$ cat config.mk
export PLATFORM = sky130hd
export DESIGN_NAME = bscfm_top
export DESIGN_NICKNAME = d
export VERILOG_FILES = /design/src/pkg/bscfm_pkg.sv /design/src/rtl/bscfm_id_shift.sv /design/src/rtl/bscfm_top.sv
export SDC_FILE = /design/constraint.sdc
export NUM_CORES = 1
export LEC_CHECK = 0
export BUFFER_PORTS_ARGS = -buffer_cell sky130_fd_sc_hd__buf_4
export CAP_MARGIN = 20
export CORE_MARGIN = 5
export CORE_UTILIZATION = 49
export CTS_CLUSTER_DIAMETER = 120
export DETAILED_ROUTE_END_ITERATION = 10
export GPL_ROUTABILITY_DRIVEN = 0
export HOLD_SLACK_MARGIN = 0.12
export PLACE_DENSITY = 0.77
export SLEW_MARGIN = 20
export SYNTH_ARGS = -nofsm -noshare
export SYNTH_HDL_FRONTEND = slang
export SYNTH_SLANG_ARGS = --single-unit
$ cat constraint.sdc
create_clock -name core_clk -period 3.7 [get_ports core_clk]
set_input_delay 0 -clock core_clk [delete_from_list [all_inputs] [get_ports core_clk]]
set_output_delay 0 -clock core_clk [all_outputs]
set_load 0.02 [all_outputs]
$ cat src/pkg/bscfm_pkg.sv
/*
  bscfm_pkg: constants shared by the slot configuration and fault monitor.
  assumes a 100 MHz core clock and an axi4-lite register bus of 32-bit words.
*/
package bscfm_pkg;
  // address decode
  localparam logic [23:0] BSCFM_BASE_MULT   = 24'h000040;
  localparam logic [23:0] BSCFM_BASE_OFFSET = 24'h00c000;
  localparam int          BSCFM_LA_MIN      = 1;
  // interrupt level selector
  localparam logic [3:0]  BSCFM_LVL_MAX     = 4'h7;
  // register offsets
  localparam logic [7:0]  BSCFM_OFF_CONFIG  = 8'h00;
  localparam logic [7:0]  BSCFM_OFF_CTRL    = 8'h04;
  localparam logic [7:0]  BSCFM_OFF_STATUS  = 8'h08;
  localparam logic [7:0]  BSCFM_OFF_IRQ_ST  = 8'h0c;
  localparam logic [7:0]  BSCFM_OFF_IRQ_MSK = 8'h10;
  localparam logic [7:0]  BSCFM_OFF_TRIG    = 8'h14;
  localparam logic [7:0]  BSCFM_OFF_SLV_ID  = 8'h18;
  localparam logic [7:0]  BSCFM_OFF_EVENT   = 8'h1c;
  // ctrl register fields
  localparam int          BSCFM_CTRL_TEST   = 0;
  localparam int          BSCFM_CTRL_PASS   = 1;
  localparam int          BSCFM_CTRL_FAIL   = 2;
  localparam int          BSCFM_CTRL_FAST   = 3;
  // interrupt status bit positions
  localparam int          BSCFM_EV_FUSE     = 0;
  localparam int          BSCFM_EV_TRIG     = 1;
  localparam int          BSCFM_EV_TEST     = 2;
  localparam int          BSCFM_EV_ID       = 3;
  localparam int          BSCFM_EV_PROTO    = 4;
  localparam int          BSCFM_NEV         = 5;
  // reset values
  localparam logic [31:0] BSCFM_RST_WORD    = 32'h00000000;
  localparam logic [1:0]  BSCFM_RESP_OKAY   = 2'b00;
  localparam logic [1:0]  BSCFM_RESP_SLVERR = 2'b10;
  // serial id shift rate
  localparam int          BSCFM_CLK_HZ      = 100_000_000;
  localparam int          BSCFM_SER_HZ      = 1_000_000;
  localparam int          BSCFM_SER_DIV     = BSCFM_CLK_HZ / BSCFM_SER_HZ;
  localparam int          BSCFM_ID_BITS     = 8;

  typedef enum logic [1:0] {
    BSCFM_ST_TEST,
    BSCFM_ST_PASSED,
    BSCFM_ST_FAILED
  } bscfm_state_type;
endpackage

$ cat src/rtl/bscfm_id_shift.sv
/*
  bscfm_id_shift: reads an identification word from each slave over one
  serial input line, one slave after another, clocked by an enable pulse.
  assumes the slave presents msb first on each enable, selected by slave_sel.
*/
`timescale 1ns/1ns
module bscfm_id_shift
  import bscfm_pkg::*;
#(
  parameter int N_SLAVES = 12,
  parameter int SEL_W    = 4
) (
  // clock and reset
  input  wire logic                     core_clk,
  input  wire logic                     rst_b,
  // control
  input  wire logic                     start,
  input  wire logic                     bit_en,
  input  wire logic                     ser_in,
  // results
  output logic      [SEL_W-1:0]         slave_sel,
  output logic                          busy,
  output logic                          done,
  output logic      [N_SLAVES*BSCFM_ID_BITS-1:0] ids
);
  logic [SEL_W-1:0]                    sel_r,  sel_nxt;
  logic [3:0]                          bit_r,  bit_nxt;
  logic                                busy_r, busy_nxt;
  logic                                done_r, done_nxt;
  logic [N_SLAVES*BSCFM_ID_BITS-1:0]   ids_r,  ids_nxt;

  always_comb begin
    sel_nxt  = sel_r;
    bit_nxt  = bit_r;
    busy_nxt = busy_r;
    done_nxt = 1'b0;
    ids_nxt  = ids_r;
    if (!busy_r && start) begin
      busy_nxt = 1'b1;
      sel_nxt  = '0;
      bit_nxt  = '0;
    end else if (busy_r && bit_en) begin
      ids_nxt[int'(sel_r)*BSCFM_ID_BITS + (BSCFM_ID_BITS-1-int'(bit_r))] = ser_in;
      if (bit_r == 4'(BSCFM_ID_BITS-1)) begin
        bit_nxt = '0;
        if (sel_r == SEL_W'(N_SLAVES-1)) begin
          busy_nxt = 1'b0;
          done_nxt = 1'b1;
        end else begin
          sel_nxt = sel_r + 1'b1;
        end
      end else begin
        bit_nxt = bit_r + 1'b1;
      end
    end
  end

  always_ff @(posedge core_clk or negedge rst_b) begin
    if (!rst_b) begin
      sel_r  <= '0;
      bit_r  <= '0;
      busy_r <= 1'b0;
      done_r <= 1'b0;
      ids_r  <= '0;
    end else begin
      sel_r  <= sel_nxt;
      bit_r  <= bit_nxt;
      busy_r <= busy_nxt;
      done_r <= done_nxt;
      ids_r  <= ids_nxt;
    end
  end

  assign slave_sel = sel_r;
  assign busy      = busy_r;
  assign done      = done_r;
  assign ids       = ids_r;
endmodule // bscfm_id_shift

$ cat src/rtl/bscfm_top.sv
/*
  bscfm_top: backplane slot configuration and fault monitor with an axi4-lite
  register slave. holds the decoded address, interrupt level, fuse watch,
  trigger lines, self test state and slave identification reader.
  assumes switches, fuses, triggers and serial input are synchronous to core_clk;
  the firmware reports self test results through the ctrl register.
*/
// Behaviour
// RULE1 - the logical address 1..ff is built from the high and low switch digits.
// RULE2 - the base address is the logical address times 40 hex plus c000 hex.
// RULE3 - the high switch gives the upper hex digit and the low switch the lower.
// RULE4 - a selector of one to seven requests interrupts on that backplane level.
// RULE5 - a selector of zero or eight produces no backplane interrupt request.
// RULE6 - selector settings nine to f are treated as interrupts disabled.
// RULE7 - backplane interrupts carry protocol events to the commander.
// RULE8 - any open slave supply fuse asserts the system-fail line.
// RULE9 - on command one selected of eight trigger lines is driven.
// RULE10 - on command any subset of the eight trigger lines is monitored.
// RULE11 - word serial transfers with the fast handshake are accepted.
// RULE12 - a serial input reads an identification from each slave.
// RULE13 - self tests run at power-on and on command.
// RULE14 - the fault indicator is lit exactly while in the failed state.
// RULE15 - after the interface test the fail line is released on pass and held on fail.
// RULE16 - switches are sampled at reset and held stable afterwards.
`timescale 1ns/1ns
module bscfm_top
  import bscfm_pkg::*;
#(
  parameter int N_SLAVES = 12,
  parameter int N_TRIG   = 8
) (
  // clock and reset
  input  wire logic                 core_clk,
  input  wire logic                 rst_b,
  // configuration switches
  input  wire logic [3:0]           addr_switch_high_digit,
  input  wire logic [3:0]           addr_switch_low_digit,
  input  wire logic [3:0]           irq_level_switch,
  // axi4-lite write address
  input  wire logic [7:0]           s_axi_awaddr,
  input  wire logic                 s_axi_awvalid,
  output logic                      s_axi_awready,
  // axi4-lite write data
  input  wire logic [31:0]          s_axi_wdata,
  input  wire logic [3:0]           s_axi_wstrb,
  input  wire logic                 s_axi_wvalid,
  output logic                      s_axi_wready,
  // axi4-lite write response
  output logic [1:0]                s_axi_bresp,
  output logic                      s_axi_bvalid,
  input  wire logic                 s_axi_bready,
  // axi4-lite read
  input  wire logic [7:0]           s_axi_araddr,
  input  wire logic                 s_axi_arvalid,
  output logic                      s_axi_arready,
  output logic [31:0]               s_axi_rdata,
  output logic [1:0]                s_axi_rresp,
  output logic                      s_axi_rvalid,
  input  wire logic                 s_axi_rready,
  // decoded configuration
  output logic [23:0]               base_addr,
  output logic [2:0]                irq_level,
  output logic                      fast_handshake_en,
  // backplane interrupt and system fail
  input  wire logic                 proto_event,
  output logic [7:1]                vme_irq_req_b,
  output logic                      sysfail_b,
  // fuses and front panel
  input  wire logic [N_SLAVES-1:0]  fuse_open,
  output logic                      failed_led,
  // trigger lines, open drain
  input  wire logic [N_TRIG-1:0]    trig_in,
  output logic [N_TRIG-1:0]         trig_out,
  output logic [N_TRIG-1:0]         trig_oe_b,
  // slave identification serial input
  input  wire logic                 id_ser_in,
  output logic [3:0]                id_slave_sel,
  // interrupt to local processor
  output logic                      irq
);
  // configuration captured once after reset release
  logic        cfg_done_r, cfg_done_nxt;
  logic [7:0]  la_r, la_nxt;
  logic [3:0]  sel_r, sel_nxt;
  // control and status state
  bscfm_state_type st_r, st_nxt;
  logic        fast_r, fast_nxt;
  logic [BSCFM_NEV-1:0] ist_r, ist_nxt, imsk_r, imsk_nxt;
  logic [2:0]  drv_sel_r, drv_sel_nxt;
  logic        drv_en_r, drv_en_nxt;
  logic [N_TRIG-1:0] mon_r, mon_nxt, trig_q_r, trig_q_nxt;
  logic [6:0]  div_r, div_nxt;
  // axi state
  logic        aw_r, aw_nxt, w_r, w_nxt, bv_r, bv_nxt, rv_r, rv_nxt;
  logic [7:0]  awa_r, awa_nxt;
  logic [31:0] wd_r, wd_nxt, rd_r, rd_nxt;
  logic [1:0]  br_r, br_nxt, rr_r, rr_nxt;
  // internal
  logic        wr_go, rd_go, lvl_ok, fuse_any, bit_en, id_start, id_busy, id_done;
  logic        trig_hit, test_cmd;
  logic [N_SLAVES*BSCFM_ID_BITS-1:0] ids;
  logic [BSCFM_NEV-1:0] ev;
  logic [31:0] rmux;
  logic        rerr;

  bscfm_id_shift #(
    .N_SLAVES (N_SLAVES),
    .SEL_W    (4)
  ) u_id (
    .core_clk  (core_clk),
    .rst_b     (rst_b),
    .start     (id_start),
    .bit_en    (bit_en),
    .ser_in    (id_ser_in),
    .slave_sel (id_slave_sel),
    .busy      (id_busy),
    .done      (id_done),
    .ids       (ids)
  );

  assign wr_go    = aw_r && w_r && !bv_r;
  assign rd_go    = s_axi_arvalid && !rv_r;
  assign lvl_ok   = (sel_r != 4'h0) && (sel_r <= BSCFM_LVL_MAX); // see RULE4 see RULE5 see RULE6
  assign fuse_any = |fuse_open;
  assign bit_en   = (div_r == 7'(BSCFM_SER_DIV-1));
  assign trig_hit = |(trig_in & mon_r & ~trig_q_r); // see RULE10
  assign test_cmd = wr_go && (awa_r == BSCFM_OFF_CTRL) && wd_r[BSCFM_CTRL_TEST];
  // power-on read runs on the capture cycle; a command while busy is ignored
  assign id_start = test_cmd || !cfg_done_r; // see RULE12 see RULE13

  always_comb begin
    ev = '0;
    ev[BSCFM_EV_FUSE]  = fuse_any;
    ev[BSCFM_EV_TRIG]  = trig_hit;
    ev[BSCFM_EV_TEST]  = (st_r == BSCFM_ST_TEST) && (st_nxt != BSCFM_ST_TEST);
    ev[BSCFM_EV_ID]    = id_done;
    ev[BSCFM_EV_PROTO] = proto_event; // see RULE7
  end

  always_comb begin
    rmux = BSCFM_RST_WORD;
    rerr = 1'b0;
    unique case (s_axi_araddr)
      BSCFM_OFF_CONFIG:  rmux = {4'h0, sel_r, base_addr[15:0], la_r};
      BSCFM_OFF_CTRL:    rmux = {28'h0, fast_r, 3'h0};
      BSCFM_OFF_STATUS:  rmux = {26'h0, id_busy, fuse_any, 2'h0, st_r};
      BSCFM_OFF_IRQ_ST:  rmux = {27'h0, ist_r};
      BSCFM_OFF_IRQ_MSK: rmux = {27'h0, imsk_r};
      BSCFM_OFF_TRIG:    rmux = {8'h0, trig_in, mon_r, 3'h0, drv_en_r, 1'b0, drv_sel_r};
      BSCFM_OFF_SLV_ID:  rmux = 32'(ids[BSCFM_ID_BITS*4-1:0]);
      BSCFM_OFF_EVENT:   rmux = 32'(fuse_open);
      default:           rerr = 1'b1;
    endcase
  end

  always_comb begin
    cfg_done_nxt = 1'b1;
    la_nxt   = la_r;
    sel_nxt  = sel_r;
    if (!cfg_done_r) begin
      la_nxt  = {addr_switch_high_digit, addr_switch_low_digit}; // see RULE1 see RULE3 see RULE16
      sel_nxt = irq_level_switch; // see RULE16
    end
    st_nxt   = st_r;
    fast_nxt = fast_r;
    imsk_nxt = imsk_r;
    drv_sel_nxt = drv_sel_r;
    drv_en_nxt  = drv_en_r;
    mon_nxt  = mon_r;
    trig_q_nxt = trig_in;
    div_nxt  = bit_en ? '0 : div_r + 7'h01;
    ist_nxt  = ist_r;
    aw_nxt = aw_r;  awa_nxt = awa_r;
    w_nxt  = w_r;   wd_nxt  = wd_r;
    bv_nxt = bv_r;  br_nxt  = br_r;
    rv_nxt = rv_r;  rd_nxt  = rd_r;  rr_nxt = rr_r;
    if (s_axi_awvalid && !aw_r) begin
      aw_nxt  = 1'b1;
      awa_nxt = s_axi_awaddr;
    end
    if (s_axi_wvalid && !w_r) begin
      w_nxt  = 1'b1;
      wd_nxt = s_axi_wdata;
    end
    if (wr_go) begin
      aw_nxt = 1'b0;
      w_nxt  = 1'b0;
      bv_nxt = 1'b1;
      br_nxt = BSCFM_RESP_OKAY;
      unique case (awa_r)
        BSCFM_OFF_CTRL: begin
          fast_nxt = wd_r[BSCFM_CTRL_FAST]; // see RULE11
          if (wd_r[BSCFM_CTRL_TEST]) st_nxt = BSCFM_ST_TEST; // see RULE13
          else if (st_r == BSCFM_ST_TEST && wd_r[BSCFM_CTRL_PASS])
            st_nxt = BSCFM_ST_PASSED; // see RULE15
          else if (st_r == BSCFM_ST_TEST && wd_r[BSCFM_CTRL_FAIL])
            st_nxt = BSCFM_ST_FAILED; // see RULE15
        end
        BSCFM_OFF_IRQ_ST:  ist_nxt = ist_r & ~wd_r[BSCFM_NEV-1:0];
        BSCFM_OFF_IRQ_MSK: imsk_nxt = wd_r[BSCFM_NEV-1:0];
        BSCFM_OFF_TRIG: begin
          drv_sel_nxt = wd_r[2:0]; // see RULE9
          drv_en_nxt  = wd_r[4];
          mon_nxt     = wd_r[15:8]; // see RULE10
        end
        BSCFM_OFF_CONFIG, BSCFM_OFF_STATUS, BSCFM_OFF_SLV_ID, BSCFM_OFF_EVENT: ;
        default: br_nxt = BSCFM_RESP_SLVERR;
      endcase
    end
    ist_nxt = ist_nxt | ev; // set wins over a same-cycle clear
    if (bv_r && s_axi_bready) bv_nxt = 1'b0;
    if (rd_go) begin
      rv_nxt = 1'b1;
      rd_nxt = rmux;
      rr_nxt = rerr ? BSCFM_RESP_SLVERR : BSCFM_RESP_OKAY;
    end else if (rv_r && s_axi_rready) begin
      rv_nxt = 1'b0;
    end
  end

  always_ff @(posedge core_clk or negedge rst_b) begin
    if (!rst_b) begin
      cfg_done_r <= 1'b0;
      la_r       <= 8'h01;
      sel_r      <= 4'h0;
      st_r       <= BSCFM_ST_TEST; // power-on test
      fast_r     <= 1'b0;
      ist_r      <= '0;
      imsk_r     <= '0;
      drv_sel_r  <= 3'h0;
      drv_en_r   <= 1'b0;
      mon_r      <= '0;
      trig_q_r   <= '1; // idle level of the pulled-up lines, no false edge
      div_r      <= 7'h00;
      aw_r <= 1'b0;  awa_r <= 8'h00;
      w_r  <= 1'b0;  wd_r  <= 32'h00000000;
      bv_r <= 1'b0;  br_r  <= 2'b00;
      rv_r <= 1'b0;  rd_r  <= 32'h00000000;  rr_r <= 2'b00;
    end else begin
      cfg_done_r <= cfg_done_nxt;
      la_r       <= la_nxt;
      sel_r      <= sel_nxt;
      st_r       <= st_nxt;
      fast_r     <= fast_nxt;
      ist_r      <= ist_nxt;
      imsk_r     <= imsk_nxt;
      drv_sel_r  <= drv_sel_nxt;
      drv_en_r   <= drv_en_nxt;
      mon_r      <= mon_nxt;
      trig_q_r   <= trig_q_nxt;
      div_r      <= div_nxt;
      aw_r <= aw_nxt;  awa_r <= awa_nxt;
      w_r  <= w_nxt;   wd_r  <= wd_nxt;
      bv_r <= bv_nxt;  br_r  <= br_nxt;
      rv_r <= rv_nxt;  rd_r  <= rd_nxt;  rr_r <= rr_nxt;
    end
  end

  // a zero address switch setting is illegal; clamp to the lowest legal value
  assign base_addr = 24'(24'((la_r == 8'h00 ? 8'(BSCFM_LA_MIN) : la_r) * BSCFM_BASE_MULT)
                     + BSCFM_BASE_OFFSET); // see RULE1 see RULE2
  assign irq_level = lvl_ok ? sel_r[2:0] : 3'h0;
  assign fast_handshake_en = fast_r; // see RULE11

  genvar g;
  generate
    for (g = 1; g <= 7; g++) begin : g_lvl
      assign vme_irq_req_b[g] = !(lvl_ok && irq && sel_r[2:0] == 3'(g)); // see RULE4 see RULE7
    end
    for (g = 0; g < N_TRIG; g++) begin : g_trig
      assign trig_out[g]  = 1'b0;
      assign trig_oe_b[g] = !(drv_en_r && drv_sel_r == 3'(g)); // see RULE9
    end
  endgenerate

  // fail line stays low during the test and whenever a fuse is open
  assign sysfail_b  = !(fuse_any || st_r != BSCFM_ST_PASSED); // see RULE8 see RULE15
  assign failed_led = (st_r == BSCFM_ST_FAILED); // see RULE14
  assign irq        = |(ist_r & imsk_r);

  assign s_axi_awready = !aw_r;
  assign s_axi_wready  = !w_r;
  assign s_axi_bvalid  = bv_r;
  assign s_axi_bresp   = br_r;
  assign s_axi_arready = !rv_r;
  assign s_axi_rvalid  = rv_r;
  assign s_axi_rdata   = rd_r;
  assign s_axi_rresp   = rr_r;
endmodule // bscfm_top

# [Word-level counts from Yosys, hierarchy flattened]
# Cells that the tools add are included.
[op_classes] addsub=6 order_cmp=3 n_eq_ne=34 mux=39 bitwise_logic=8 reduce_logical=81
[op_table] operator="32-bit case mux with 8 select lines" count=1
[op_table] operator="96-bit bitwise mux" count=1
[op_table] operator="8-bit by 5-bit == test with 1-bit output, second input constant" count=8
[op_table] operator="8-bit by 32-bit adder with 32-bit output" count=1
[op_table] operator="8-bit by 4-bit == test with 1-bit output, second input constant" count=4
[op_table] operator="32-bit by 1-bit greater-or-equal comparator with 1-bit output, second input constant" count=1
[op_table] operator="1-bit logical AND" count=32
[op_table] operator="32-bit by 9-bit less-than comparator with 1-bit output, second input constant" count=1
[op_table] operator="4-bit 2-to-1 mux" count=7
[op_table] operator="3-bit == test, second input constant" count=8
[op_table] operator="8-bit logical NOT" count=3
[op_table] operator="8-bit OR reduction" count=3
[op_table] operator="1-bit logical NOT" count=22
[op_table] operator="14-bit by 16-bit adder with 17-bit output, second input constant" count=1
[op_table] operator="1-bit 2-to-1 mux" count=17
[op_table] operator="8-bit bitwise AND" count=2
[op_table] operator="8-bit by 3-bit == test with 1-bit output, second input constant" count=2
[op_table] operator="2-bit nonzero test" count=8
[op_table] operator="2-bit 2-to-1 mux" count=7
[op_table] operator="3-bit by 2-bit == test with 1-bit output, second input constant" count=4
[op_table] operator="12-bit OR reduction" count=1
[op_table] operator="5-bit bitwise AND" count=2
[op_table] operator="5-bit 2-to-1 mux" count=2
[op_table] operator="4-bit by 1-bit adder with 4-bit output, second input constant" count=2
[op_table] operator="24 further kinds" count=31
[word_totals] register_bits=223 inputBits=93 out_inout_bits=99 word_cells=197

# [Longest topological paths before layout]
[logic_depth] ltp_word=10 depth_mapped=14 depth_no_buf=13

# [Cells and area by module]
# A second synthesis with hierarchy kept.
[unflattened] hier_cells=913 area_unflattened_um2=10341.2
[modules_own_cells] mod="bscfm_top" n_inst=1 cells_per_inst=495 area_per_inst_um2=5430.2 seq_area_each_um2=2813.9
[modules_own_cells] mod="bscfm_id_shift" n_inst=1 cells_per_inst=418 area_per_inst_um2=4911.0 seq_area_each_um2=2652.5

# [Worst setup path before layout]
# Ideal clock, no wire load.
[synth_path] path_kind="flip-flop to flip-flop" from="reg u_id.bit_r[3]" to="reg u_id.ids_r[19], in the netlist u_id.ids[19]" setup_ns=0.128 arrival_time_ns=3.515 required_time_ns=3.572 slack_ns=0.058 path_stages_with_launch=15 path_buffers=1 period_less_slack_ns=3.642 path_cell_list="dfrtp_1 > ha_1 > inv_1 > fa_1 > inv_1 > a21oi_1 > nor2_1 > o21ai_0 > ha_1 > nor4bb_1 > nand4b_1 > or4_4 > buf_6 > nor4_4 > mux2_1"
[synth_between] elab_chain_len=7 elab_cells_between_ends=8 cone_classes="add/sub: 2; order compare: 2; mux: 3; reduce/logical: 1"
[synth_lines] item="start: declaration" line="bscfm_id_shift.sv:27" rtl="logic [3:0] bit_r, bit_nxt;"
[synth_lines] item="start signal: assignment" line="bscfm_id_shift.sv:67" rtl="bit_r <= bit_nxt;"
[synth_lines] item="3-bit by 4-bit subtractor with 5-bit output (*)" line="bscfm_id_shift.sv:43" rtl="ids_nxt[int'(sel_r)*BSCFM_ID_BITS + (BSCFM_ID_BITS-1-int'(bit_r))] = ser_in;"
[synth_lines] item="8-bit by 32-bit adder with 32-bit output (*)" line="bscfm_id_shift.sv:43"
[synth_lines] item="32-bit by 1-bit greater-or-equal comparator with 1-bit output (implied by the code) / 32-bit by 9-bit less-than comparator with 1-bit output (equally long branches)" line="bscfm_id_shift.sv:43"
[synth_lines] item="1-bit logical AND (implied by the code)" line="bscfm_id_shift.sv:43"
[synth_lines] item="1-bit 2-to-1 mux (implied by the code)" line="bscfm_id_shift.sv:43"
[synth_lines] item="1-bit demux with 7-bit select (*)"
[synth_lines] item="96-bit bitwise mux (*)" line="bscfm_id_shift.sv:43"
[synth_lines] item="end signal: assignment" line="bscfm_id_shift.sv:70" rtl="ids_r <= ids_nxt;"
[synth_lines] item="end: declaration" line="bscfm_id_shift.sv:30" rtl="logic [N_SLAVES*BSCFM_ID_BITS-1:0] ids_r, ids_nxt;"
# Mark *: on every way between the ends. The rest lies on a longest branch, timed or not.
# A chain may end at the register's enable or synchronous reset.

# [Worst setup path in the final report]
[layout_path] from="reg u_id.bit_r[3]" to="reg u_id.ids_r[11], in the netlist u_id.ids[11]"
# The elaborated chain is that of the path after synthesis.

==> results.cfg <==
[clock_network]
cts_inserted_buffers = 17
cts_tree = done
clk_latency_ns = 0.42
clock-sinks = 154
cts.root.buffer_cell = clkbuf_16
htreeDepth = 4
path_clk_slew_ns = 0.06
cts_buffer_depth = 2

[cells_and_area]
seqCellArea_sq_mm = 0.00387
num_antenna_cells = 0
postLayoutCoreUtil = 0.644
fillCellCount = 1244
drive_gt1_frac = 0.296
final_cell_mix = buf_4, dfrtp_1, nand2_1
syn_to_final_growth_pct = 30.3
fin_cells = 1139
multi_input_area_sq_mm = 0.00365
final_common_cell = buf_4
fin_nets = 1020

[global_route]
antenna_found_initial = 0
grt_first_pass_wirelength_microns = 32300
grt_max_degree = 94
grt_usage = 0.221
grt-ovfl-total = 0
grt_pass1_vias = 6166

[placed_design]
hpwl_microns = 14200
place_inst = 1045
io_buffers = 142
dp_slack_ns = 0.202

[setup_path]
arrival_ns = 3.86
cp_top_family = simple AND/OR/NAND/NOR gates
crit_path_frequent_cell = inv_1
rrSetupSlack_ns = 0.14
slowest_delay_ns = 0.65
crit_fanout = 6
cp_cell_sequence = ha_2 -> inv_1 -> fa_1 -> inv_1 -> a21oi_1 -> nor2_1 -> o21ai_1 -> ha_1 -> nor4bb_2 -> nand4b_1 -> or4_4 -> nor4_2 -> mux2_1
critical_path.slowest_cell = or4_4
endpoint_kind = flip-flop
start_kind = flip-flop
cp_num_buf_inv = 2
worstSetupPathType = reg -> reg
cp.required_ns = 4.00

[floorplan]
rows = 46
die_height_microns = 136
io_pins = 192
dieArea_sq_mm = 0.0185
core-area_sq_mm = 0.0158
die_w_microns = 136
start_util = 0.494

[synth]
synth_cell_types = 63
synth_warnings = 0
postSynthCellCount = 714
postSynthAreaPerCell_sq_um = 10.9
async_reset_ff_frac = 1.00
seq_area_frac_synth = 0.496
netlist_area_sq_mm = 0.00779
synth-main-ff-cell = dfrtp_1
synth_edf_count = 0
ys_ff_latch = 154

[timing]
worst_clock_skew_ns = 0.00953
final_hold_viol_count = 0
fmaxAchievable_mhz = 281
post-route-min-period_ns = 3.56
period_share = 0.962
worstMarginPinSlew_ns = 0.857
setup_violations = 0
relSlewSlack = 0.428
report.final.slew_viol_count = 0
setup_slack_ns = 0.140

[run_status]
outcome = finished, final reports clean

[route]
drtPass1Iterations = 5
drc = 0
routed_wl_microns = 20100
viasPerCell = 5.50
drt-initial-drc-count = 448
dr_total_vias = 6259
final_antenna_net_count = 0
wire_per_inst_microns = 17.7

[power_and_ir_drop]
p_leak_nw = 4.59
switchingPower_mw = 1.40
internal_power_mw = 3.25
netSwitchingFraction = 0.301
p_seq_frac = 0.469
pwr-share-comb = 0.182
ir_drop_mv = 0.374
power.share.clock = 0.349
power_per_cell_area_mw_per_mm2 = 458

[hold_path]
hp-class = in -> reg

[job]
cap_violations = 0
-- per-layer routing --
| layer | routed length [microns] | GRT usage | vias to the layer above |
|---|---|---|---|
| met5 | 0 | 0 | - |
| met4 | 321 | 0.0627 | 0 |
| met3 | 1510 | 0.0563 | 34 |
| met2 | 9650 | 0.360 | 244 |
| met1 | 8640 | 0.295 | 3062 |
| li1 | - | - | 2919 |
-- cell families (layout without fill, tap and decap cells) --
logic type,after synthesis,count (layout),synth area share
AOI/OAI and AO/OA,106,106,0.0901
xor gates and xnor gates,8,8,0.00899
adders and majority gates,17,17,0.0283
buffers and inverters,78,261,0.0525
DFF,154,154,0.496
muxes,109,109,0.157
other,2,27,0.000964
and+or+nand+nor,240,241,0.166
-- per-stage QoR --
step                area (sq um)  TNS, ns  hold WS [ns]  power (mW)
floorplan                   7890        0        -0.296        2.65
global placement            8960        0         0.128        2.97
detailed placement          8960        0         0.126        3.00
CTS                        10100        0         0.123        4.67
global route               10200   -0.170         0.144        4.87
finish                     10200        0         0.123        4.65
-- synth_stat cells (4+ instances only) --
cell	instances	area, sq um
mux2_1	36	405
or4_1	4	30.0
nor4_1	7	43.8
mux2i_1	12	120
nor2_1	36	135
nand2_1	72	270
dfrtp_1	145	3630
o21ai_0	27	135
nand4_1	5	31.3
a31oi_1	5	31.3
and2_1	9	56.3
xnor2_1	6	52.6
a21o_1	7	52.6
mux2_2	60	676
o22ai_1	5	31.3
nor3_1	19	95.1
nand2b_1	6	37.5
dfstp_2	9	236
a22oi_1	11	82.6
a21oi_1	14	70.1
o31ai_1	6	45.0
nor2b_1	15	93.8
inv_1	15	56.3
ha_1	16	200
o21ai_1	4	20.0
nor3b_1	7	52.6
clkbuf_1	30	113
nand3_1	35	175
buf_4	26	195
a221oi_1	13	114
nand3b_1	5	37.5
-- worst register-to-register path: cells and delay by family (launching register included) --
family	cells	cell delay, ns
buffers and inverters	2	0.12
AOI/OAI and AO/OA	2	0.16
DFF	1	0.41
adders and majority gates	3	0.89
muxes	1	0.35
and+or+nand+nor	5	1.52
-- sequential cells by signal, summed over array words and instances, names as in the netlist, 2 cells and up --
signal,count
u_id.bit_r,4
u_id.ids,32
mon_r,8
u_id.slave_sel,4
st_r,2
div_r,7
s_axi_rdata,32
awa_r,8
imsk_r,5
trig_q_r,8
wd_r,13
drv_sel_r,3
sel_r,4
ist_r,5
la_r,8
-- repair_timing --
item,CTS,global route
hold buffers,59,0
endpoints found under the hold margin,187,0
setup buffers,0,2
resized for setup,0,7
setup endpoints to repair,0,6
-- area by class of cell --
| type | count | area share |
|---|---|---|
| Tap cell | 216 | 0.0266 |
| Timing Repair Buffer | 214 | 0.173 |
| Sequential cell | 154 | 0.381 |
| Inverter | 15 | 0.00555 |
| Clock buffer | 19 | 0.0436 |
| Multi-Input combinational cell | 508 | 0.359 |
| Clock inverter | 13 | 0.0110 |
-- power groups by stage --
stage	combinational [mW]	clock, mW	sequential (mW)
2_1_floorplan	0.528	0	2.13
3_3_place_gp	0.775	0	2.19
3_5_place_dp	0.793	0	2.20
4_1_cts	0.846	1.65	2.17
5_1_grt	0.927	1.73	2.22
6_report	0.845	1.62	2.18
-- worst paths after layout --
check                                          start                            end  depth (start not counted)
max in group asynchronous                      rst_b  u_id.slave_sel[0]$_DFFE_PN0P_                          3
setup / recovery           u_id.bit_r[3]$_DFFE_PN0P_       u_id.ids[11]$_DFFE_PN0P_                         13
min in group asynchronous                      rst_b       s_axi_bvalid$_DFFE_PN0P_                          2
setup reg to reg           u_id.bit_r[3]$_DFFE_PN0P_       u_id.ids[11]$_DFFE_PN0P_                         13
hold / removal                         fuse_open[10]    s_axi_rdata[10]$_DFFE_PN0P_                          4
hold reg to reg                  u_id.done$_DFF_PN0_             ist_r[3]$_DFF_PN0_                          1
Power figures use the tool's default switching activity.
